**config.mk**
```make
export PLATFORM = sky130hd
export DESIGN_NAME = fanlut_top
export DESIGN_NICKNAME = d
export VERILOG_FILES = /design/src/logic/fanlut_pkg.sv /design/src/logic/fanlut_if.sv /design/src/logic/fanlut_cmp.sv /design/src/logic/fanlut_duty.sv /design/src/logic/fanlut_top.sv
export VERILOG_INCLUDE_DIRS = /design/src /design/src/logic
export SDC_FILE = /design/constraint.sdc
export NUM_CORES = 1
export LEC_CHECK = 0
export ABC_AREA = 1
export BUFFER_PORTS_ARGS = -buffer_cell sky130_fd_sc_hd__buf_2
export CORE_MARGIN = 1.5
export CORE_UTILIZATION = 35
export DETAILED_ROUTE_END_ITERATION = 8
export GPL_TIMING_DRIVEN = 0
export REMOVE_ABC_BUFFERS = 1
export SETUP_SLACK_MARGIN = 0.2
export SLEW_MARGIN = 20
export SYNTH_ARGS = -nofsm -noshare
export SYNTH_HDL_FRONTEND = slang
export SYNTH_SLANG_ARGS = --single-unit
export TNS_END_PERCENT = 20
```
**constraint.sdc**
```tcl
create_clock -name mclk -period 4.2 [get_ports mclk]
set_input_delay 0.42 -clock mclk [delete_from_list [all_inputs] [get_ports mclk]]
set_output_delay 0.42 -clock mclk [all_outputs]
set_load 0.03 [all_outputs]
```
**src/logic/fanlut_map.svh**
```systemverilog
// How it works
// table writes only when 4A bit5 set
// low-res temperature reads bit 7 as zero
// high-res limit is half-degree, 0 to 127.5
// low-res limit is whole degrees, 0 to 127
// compare 9 reading bits high, 8 low
// limit sign bit is always zero
// software uses offset register above 127
// above entry ten limit, drive duty ten
// above entry eleven limit, drive duty eleven
// low-res duty reads bits 7:6 as zero
// high-res duty uses all eight bits
// extended duty bits need 22.5kHz selected
// low-res duty ten uses bits 5:0
// low-res duty nine uses bits 5:0
// locked writes leave table unchanged
`ifndef FANLUT_MAP_SVH
`define FANLUT_MAP_SVH

// register indices; byte address is four times the index
`define FL_IDX_CTRL   8'h4A
`define FL_IDX_D9     8'h61
`define FL_IDX_T10    8'h62
`define FL_IDX_D10    8'h63
`define FL_IDX_T11    8'h64
`define FL_IDX_MODE   8'h70
`define FL_IDX_STAT   8'h71

// field positions
`define FL_CTRL_WEN_BIT  5
`define FL_MODE_THI_BIT  0
`define FL_MODE_DHI_BIT  1
`define FL_MODE_F22_BIT  2

// reset values
`define FL_RST_TEMP   8'h7F
`define FL_RST_DUTY   8'h3F
`define FL_RST_CTRL   8'h00
`define FL_RST_MODE   8'h00

`endif

```
**src/logic/fanlut_pkg.sv**
```systemverilog
package fanlut_pkg;
   // one register byte of the table
   typedef logic [7:0]  fanlut_byte_t;
   // remote reading, unsigned, eighth-degree steps
   typedef logic [10:0] fanlut_rtemp_t;
   // which entry currently drives the duty output
   typedef enum logic [1:0] {
      FANLUT_SEL_BELOW,
      FANLUT_SEL_NINE,
      FANLUT_SEL_TEN,
      FANLUT_SEL_ELEVEN
   } fanlut_sel_t;
endpackage : fanlut_pkg

```
**src/logic/fanlut_if.sv**
```systemverilog
`timescale 1ns/1ps
`default_nettype none
// mode bits and reading shared by every table entry
interface fanlut_if;
   import fanlut_pkg::*;
   logic          temp_hi_res;   // half-degree limits
   logic          duty_hi_res;   // eight-bit duties
   logic          freq_22k;      // 22.5kHz output selected
   fanlut_rtemp_t remote_temp;   // latest remote reading
   modport ctl (output temp_hi_res, duty_hi_res, freq_22k, remote_temp);
   modport ent (input temp_hi_res, duty_hi_res, freq_22k, remote_temp);
endinterface : fanlut_if
`default_nettype wire

```
**src/logic/fanlut_cmp.sv**
```systemverilog
`timescale 1ns/1ps
`default_nettype none
// one entry's limit test against the remote reading
module fanlut_cmp
   import fanlut_pkg::*;
(
   fanlut_if.ent        lk,
   input  wire fanlut_byte_t limit,
   output logic         over
);
   logic [8:0] rd9_w;   // whole degrees plus half bit
   logic [8:0] lim9_w;  // half-degree limit, sign forced low
   logic [7:0] rd8_w;   // whole degrees only
   logic [7:0] lim8_w;  // whole-degree limit, sign forced low
   logic       hi_w;    // strict compare, high resolution
   logic       lo_w;    // strict compare, low resolution

   // reading keeps eighth-degree bits; the low ones are dropped
   assign rd9_w  = lk.remote_temp[10:2];
   assign rd8_w  = lk.remote_temp[10:3];
   assign lim9_w = {1'b0, limit[6:0], limit[7]};
   assign lim8_w = {1'b0, limit[6:0]};
   assign hi_w   = rd9_w > lim9_w;
   assign lo_w   = rd8_w > lim8_w;
   // only exceeding counts; equal stays in the lower entry
   assign over   = lk.temp_hi_res ? hi_w : lo_w;
endmodule : fanlut_cmp
`default_nettype wire

```
**src/logic/fanlut_duty.sv**
```systemverilog
`timescale 1ns/1ps
`default_nettype none
// turns a stored duty byte into the value that drives output
module fanlut_duty
   import fanlut_pkg::*;
(
   fanlut_if.ent        lk,
   input  wire fanlut_byte_t raw,
   output fanlut_byte_t eff
);
   logic ext_ok_w;   // extended bits allowed to act

   // extended bits need both the mode and the 22.5kHz rate
   assign ext_ok_w = lk.duty_hi_res & lk.freq_22k;
   assign eff      = ext_ok_w ? raw
                              : {2'b00, raw[5:0]};
endmodule : fanlut_duty
`default_nettype wire

```
**src/logic/fanlut_top.sv**
```systemverilog
// Design decision made here: the Avalon-MM register port.
`timescale 1ns/1ps
`default_nettype none
`include "fanlut_map.svh"
// lookup table entries nine to eleven with an avalon slave
module fanlut_top
   import fanlut_pkg::*;
(
   input  wire logic          mclk,
   input  wire logic          reset_n,
   input  wire logic [7:0]    avs_address,
   input  wire logic          avs_read,
   input  wire logic          avs_write,
   input  wire logic [31:0]   avs_writedata,
   output logic [31:0]        avs_readdata,
   output logic               avs_waitrequest,
   input  wire fanlut_rtemp_t remote_temp,
   input  wire fanlut_byte_t  lut_temp_limit_nine,
   input  wire fanlut_byte_t  lut_duty_eleven,
   input  wire fanlut_byte_t  duty_below,
   output fanlut_byte_t       pwm_duty,
   output fanlut_sel_t        duty_sel
);
   // software registers
   fanlut_byte_t ctrl_r;                  // write-enable control
   fanlut_byte_t mode_r;                  // resolution and rate
   fanlut_byte_t lut_duty_nine_r;         // entry nine duty
   fanlut_byte_t lut_temp_limit_ten_r;    // entry ten limit
   fanlut_byte_t lut_duty_ten_r;          // entry ten duty
   fanlut_byte_t lut_temp_limit_eleven_r; // entry eleven limit

   // bus state
   logic         wait_r;      // waitrequest flop
   logic [31:0]  rdata_r;     // read data flop
   fanlut_byte_t pwm_duty_r;  // driven duty
   fanlut_sel_t  sel_r;       // driving entry

   // decode
   logic req_w;        // any request pending
   logic wr_go_w;      // write committed this edge
   logic rd_load_w;    // read data loaded this edge
   logic wen_w;        // table unlocked
   logic hit_ctrl_w;
   logic hit_mode_w;
   logic hit_d9_w;
   logic hit_t10_w;
   logic hit_d10_w;
   logic hit_t11_w;
   logic hit_stat_w;
   logic tbl_wr_w;     // table write allowed

   // read view
   fanlut_byte_t rd_t10_w;
   fanlut_byte_t rd_t11_w;
   fanlut_byte_t rd_d9_w;
   fanlut_byte_t rd_d10_w;
   logic [31:0]  rd_mux_w;

   // per-entry results, index 0 is entry nine
   fanlut_byte_t lim_w  [3];
   fanlut_byte_t raw_w  [3];
   fanlut_byte_t eff_w  [3];
   logic [2:0]   over_w;
   fanlut_byte_t duty_nxt;
   fanlut_sel_t  sel_nxt;

   fanlut_if lk ();

   // mode bits and reading shared by the entries
   assign lk.temp_hi_res = mode_r[`FL_MODE_THI_BIT];
   assign lk.duty_hi_res = mode_r[`FL_MODE_DHI_BIT];
   assign lk.freq_22k    = mode_r[`FL_MODE_F22_BIT];
   assign lk.remote_temp = remote_temp;

   // one wait cycle per request: answer on the second edge
   assign req_w     = avs_read | avs_write;
   assign wr_go_w   = avs_write & ~wait_r;
   assign rd_load_w = avs_read & wait_r;
   assign wen_w     = ctrl_r[`FL_CTRL_WEN_BIT];

   // address decode on the word index
   assign hit_ctrl_w = avs_address == `FL_IDX_CTRL;
   assign hit_mode_w = avs_address == `FL_IDX_MODE;
   assign hit_d9_w   = avs_address == `FL_IDX_D9;
   assign hit_t10_w  = avs_address == `FL_IDX_T10;
   assign hit_d10_w  = avs_address == `FL_IDX_D10;
   assign hit_t11_w  = avs_address == `FL_IDX_T11;
   assign hit_stat_w = avs_address == `FL_IDX_STAT;

   // table entries accept data only while unlocked
   assign tbl_wr_w = wr_go_w & wen_w;

   // low resolution hides the unused upper bits on read
   assign rd_t10_w = lk.temp_hi_res ? lut_temp_limit_ten_r
                   : {1'b0, lut_temp_limit_ten_r[6:0]};
   assign rd_t11_w = lk.temp_hi_res ? lut_temp_limit_eleven_r
                   : {1'b0, lut_temp_limit_eleven_r[6:0]};
   assign rd_d9_w  = lk.duty_hi_res ? lut_duty_nine_r
                   : {2'b00, lut_duty_nine_r[5:0]};
   assign rd_d10_w = lk.duty_hi_res ? lut_duty_ten_r
                   : {2'b00, lut_duty_ten_r[5:0]};

   // reads are always allowed; unmapped indices read zero
   assign rd_mux_w =
      hit_ctrl_w ? {24'h000000, ctrl_r} :
      hit_mode_w ? {24'h000000, mode_r} :
      hit_d9_w   ? {24'h000000, rd_d9_w} :
      hit_t10_w  ? {24'h000000, rd_t10_w} :
      hit_d10_w  ? {24'h000000, rd_d10_w} :
      hit_t11_w  ? {24'h000000, rd_t11_w} :
      hit_stat_w ? {22'h0, sel_r, pwm_duty_r} :
                   32'h00000000;

   // the three entries in one loop
   assign lim_w[0] = lut_temp_limit_nine;
   assign lim_w[1] = lut_temp_limit_ten_r;
   assign lim_w[2] = lut_temp_limit_eleven_r;
   assign raw_w[0] = lut_duty_nine_r;
   assign raw_w[1] = lut_duty_ten_r;
   assign raw_w[2] = lut_duty_eleven;

   generate
      for (genvar e = 0; e < 3; e++)
      begin : g_entry
         fanlut_cmp u_cmp (
            .lk    (lk),
            .limit (lim_w[e]),
            .over  (over_w[e])
         );
         fanlut_duty u_duty (
            .lk  (lk),
            .raw (raw_w[e]),
            .eff (eff_w[e])
         );
      end
   endgenerate

   // highest exceeded entry wins; else lower entries decide
   assign duty_nxt = over_w[2] ? eff_w[2] :
                     over_w[1] ? eff_w[1] :
                     over_w[0] ? eff_w[0] : duty_below;
   assign sel_nxt  = over_w[2] ? FANLUT_SEL_ELEVEN :
                     over_w[1] ? FANLUT_SEL_TEN :
                     over_w[0] ? FANLUT_SEL_NINE : FANLUT_SEL_BELOW;

   // bus handshake: wait high at rest, low for one answer cycle
   always_ff @(posedge mclk)
   begin
      if (!reset_n)
      begin
         wait_r  <= 1'b1;
         rdata_r <= 32'h00000000;
      end
      else
      begin
         wait_r <= ~(req_w & wait_r);
         if (rd_load_w)
            rdata_r <= rd_mux_w;
      end
   end

   // control and mode are never locked, so software can unlock
   always_ff @(posedge mclk)
   begin
      if (!reset_n)
      begin
         ctrl_r <= `FL_RST_CTRL;
         mode_r <= `FL_RST_MODE;
      end
      else
      begin
         if (wr_go_w && hit_ctrl_w)
            ctrl_r <= avs_writedata[7:0];
         if (wr_go_w && hit_mode_w)
            mode_r <= avs_writedata[7:0];
      end
   end

   // table registers; full byte stored, masking is on read
   always_ff @(posedge mclk)
   begin
      if (!reset_n)
      begin
         lut_duty_nine_r         <= `FL_RST_DUTY;
         lut_temp_limit_ten_r    <= `FL_RST_TEMP;
         lut_duty_ten_r          <= `FL_RST_DUTY;
         lut_temp_limit_eleven_r <= `FL_RST_TEMP;
      end
      else if (tbl_wr_w)
      begin
         if (hit_d9_w)
            lut_duty_nine_r <= avs_writedata[7:0];
         if (hit_t10_w)
            lut_temp_limit_ten_r <= avs_writedata[7:0];
         if (hit_d10_w)
            lut_duty_ten_r <= avs_writedata[7:0];
         if (hit_t11_w)
            lut_temp_limit_eleven_r <= avs_writedata[7:0];
      end
   end

   // output duty registered, one cycle after the compare
   always_ff @(posedge mclk)
   begin
      if (!reset_n)
      begin
         pwm_duty_r <= 8'h00;
         sel_r      <= FANLUT_SEL_BELOW;
      end
      else
      begin
         pwm_duty_r <= duty_nxt;
         sel_r      <= sel_nxt;
      end
   end

   assign avs_waitrequest = wait_r;
   assign avs_readdata    = rdata_r;
   assign pwm_duty        = pwm_duty_r;
   assign duty_sel        = sel_r;
endmodule : fanlut_top
`default_nettype wire

```
==> flow_metrics.tcl <==
set metrics [dict create \
    fill_cells 1227 \
    cts_setup_buffers 0 \
    start_util_pct 36.2 \
    clock_skew_ns 0.00404 \
    powerDensity_nw_per_um2 324 \
    via_per_inst 5.01 \
    ant_nets 0 \
    syn_inst 610 \
    grt_max_degree 42 \
    regToRegSetupSlack_ns 2.07 \
    final_nets 780 \
    tns_ns 0 \
    cap_violations 0 \
    grt_pass1_wl_um 19400 \
    slew_headroom_pct 42.8 \
    ys_seq_area_share_pct 33.2 \
    endpoint_kind "register" \
    worstReg2RegEnd "pwm_duty[3]" \
    critPathMaxFanout 13 \
    cts_sinks 69 \
    worst_pin_slew_ns 0.856 \
    yosys_warnings 0 \
    chipWidth_um 112 \
    die_h_um 112 \
    fmax_ghz 0.413 \
    slowest_delay_ns 0.64 \
    rsz0062_at_grt "false" \
    num_rows 39 \
    vias 4115 \
    r2r-start "lut_temp_limit_eleven_r[5]" \
    endpoint "lut_duty_ten_r[6]" \
    hold_viol 0 \
    syn_to_final_growth_pct 14.4 \
    drive_above_1_share_pct 15.3 \
    overflow 0 \
    path_cells "buf_2 > inv_1 > nand2_1 > nor3_2 > nand3_2 > nor2_2 > inv_1 > o21ai_0 > a21oi_1" \
    drtIter0Drc 282 \
    design.core.area_um2 11500 \
    clk_pin_slew_ns 0.05 \
    synth_cell_types 33 \
    crit_start "avs_address[7]" \
    gp_congestion 0.861 \
    clock_latency_ns 0.33 \
    min_path_type "in2reg" \
    clk_path_buf_depth 2 \
    cts_tree "built" \
    numCtsBuffers 9 \
    io_buffer_count 73 \
    dp_hpwl_um 8910 \
    violations "design-rule violations" \
    n_antenna_cell 0 \
    drc 11 \
    min_period_over_period_pct 57.7 \
    crit_top_cell "inv_1" \
    r2r_cells 11 \
    cp-start-kind "input port" \
    firstDrtPassIters 8 \
    postCtsHoldBufs 0 \
    arrival_ns 2.64 \
    grt_pass1_vias 3913 \
    ir_drop_mv 0.163 \
    place_area_um2 4510 \
    post_cts_resized 0 \
    root_buffer "clkbuf_16" \
    htree_levels 3 \
    synth-seq-cells 69 \
    netlist_area_um2 4170 \
    drv_slew 0 \
    period_needed_ns 2.42 \
    wl_um 11900 \
    die-area_um2 12600 \
    syn_avg_cell_area_um2 6.83 \
    leakage_nw 2.48 \
    antenna_found_initial 0 \
    wl_per_cell_um 14.6 \
    grt_use_total_pct 19.6 \
    slowest_stage "nor3_2" \
    stdcell_area_um2 4770 \
    critPathKind "in2reg" \
    run_status "finished with violations" \
    io_pins 122 \
    finalSetupViolations 0 \
    critPathRequiredTime_ns 4.42 \
]
-- registers in the layout, indices dropped and copies added, names as in the netlist --
name	flops
ctrl_r	8
lut_duty_nine_r	8
lut_duty_ten_r	8
avs_waitrequest	1
avs_readdata	10
pwm_duty	8
mode_r	8
duty_sel	2
lut_temp_limit_eleven_r	8
lut_temp_limit_ten_r	8
-- cell type report --
| cell class | count | area, um^2 | area share, % |
|---|---|---|---|
| Timing Repair Buffer | 73 | 365 | 7.66 |
| Clock inverter | 2 | 10.0 | 0.210 |
| Inverter | 92 | 345 | 7.24 |
| Multi-Input combinational cell | 429 | 2240 | 46.9 |
| Sequential cell | 69 | 1380 | 29.0 |
| Clock buffer | 13 | 250 | 5.25 |
| Tap cell | 143 | 179 | 3.75 |
-- worst min path at each step --
stage | startpoint | end | slack [ns] | depth (start not counted)
after detailed placement | ctrl_r[6] | ctrl_r[6] | 0.43 | 2
after CTS | avs_write | avs_waitrequest | 0.31 | 2
after floorplan | ctrl_r[0] | ctrl_r[0] | 0.42 | 2
final | avs_write | avs_waitrequest | 0.31 | 2
after global routing | avs_write | avs_waitrequest | 0.34 | 2
after global placement | ctrl_r[4] | ctrl_r[4] | 0.43 | 2
-- metrics by stage --
step	setup WS [ns]	utilization [%]	cells	hold WS (ns)	power (mW)
after floorplan	2.26	-	590	0.420	0.805
after global placement	1.51	39.1	806	0.429	0.876
after detailed placement	1.51	39.1	806	0.434	0.881
after CTS	1.83	41.4	821	0.310	1.56
after global routing	1.50	41.4	821	0.339	1.61
final	1.78	41.4	821	0.314	1.55
-- cell usage after synthesis --
cell type	count	area [um^2]
ha_1	27	338
nor3_2	1	10.0
buf_6	3	33.8
nand3_2	2	20.0
nand2_4	2	22.5
a31oi_1	1	6.26
nand3_1	29	145
nor3_1	4	20.0
o21ai_0	76	380
clkbuf_1	6	22.5
nand2_2	4	25.0
buf_2	5	25.0
nor3_4	1	16.3
nor2_1	32	120
or2_1	1	6.26
and2_1	1	6.26
conb_1	1	3.75
nor4_1	1	6.26
or2_2	1	6.26
nor2_2	3	18.8
nor2_4	1	11.3
and3_1	1	6.26
inv_1	89	334
o211ai_1	2	15.0
nand4_1	6	37.5
inv_2	3	11.3
nand2_1	114	428
dfxtp_1	69	1380
clkbuf_2	1	5.00
a21oi_1	88	440
nand3b_1	3	22.5
o21bai_1	6	45.0
buf_4	26	195
-- power breakdown --
part,switching [mW],total [mW],internal [mW]
logic,0.142,0.201,0.0587
registers,0.00492,0.668,0.663
clock network,0.266,0.677,0.411
total,0.414,1.55,1.13
-- worst max-delay path: cells and delay by family --
| kind | cells | cell delay (ns) |
|---|---|---|
| and+or+nand+nor | 4 | 1.69 |
| buffers and inverters | 3 | 0.30 |
| AOI/OAI and AO/OA | 2 | 0.23 |
-- routing by layer --
metal  share of wire, %  global-route usage, %  vias to the layer above
met5                  0                      0                        -
met4                2.5                   5.91                        0
met3                6.5                   4.86                       23
met2                 46                   32.3                      156
met1                 45                   25.5                     1866
li1                   -                      -                     2070
-- placed cells by master (no fill, tap or decap) --
cell type    n
ha_1        27
nor2_2       3
nor2_4       1
buf_2       73
and3_1       1
or2_2        1
nor3_1       4
and2_1       1
nand2_2      4
nand2_4      2
clkbuf_16    9
o21ai_0     76
clkinv_2     2
or2_1        1
nand2_1    114
nand3b_1     3
nand3_1     29
inv_2        4
inv_1       88
nor3_4       1
nor2_1      32
conb_1      22
o21bai_1     6
nand4_1      6
clkbuf_1     3
nand3_2      2
dfxtp_1     69
a21oi_1     88
o211ai_1     2
a31oi_1      1
clkbuf_8     1
nor3_2       1
nor4_1       1
-- cell families after synthesis --
logic type,share of synthesized area [%]
AO/OA/AOI/OAI,21.3
adder cells (fa/ha/maj),8.11
buffers and inverters,15.0
flip-flops,33.2
other,0.0900
AND/OR/NAND/NOR,22.3
Note: power is estimated with default switching activity, not from simulation.
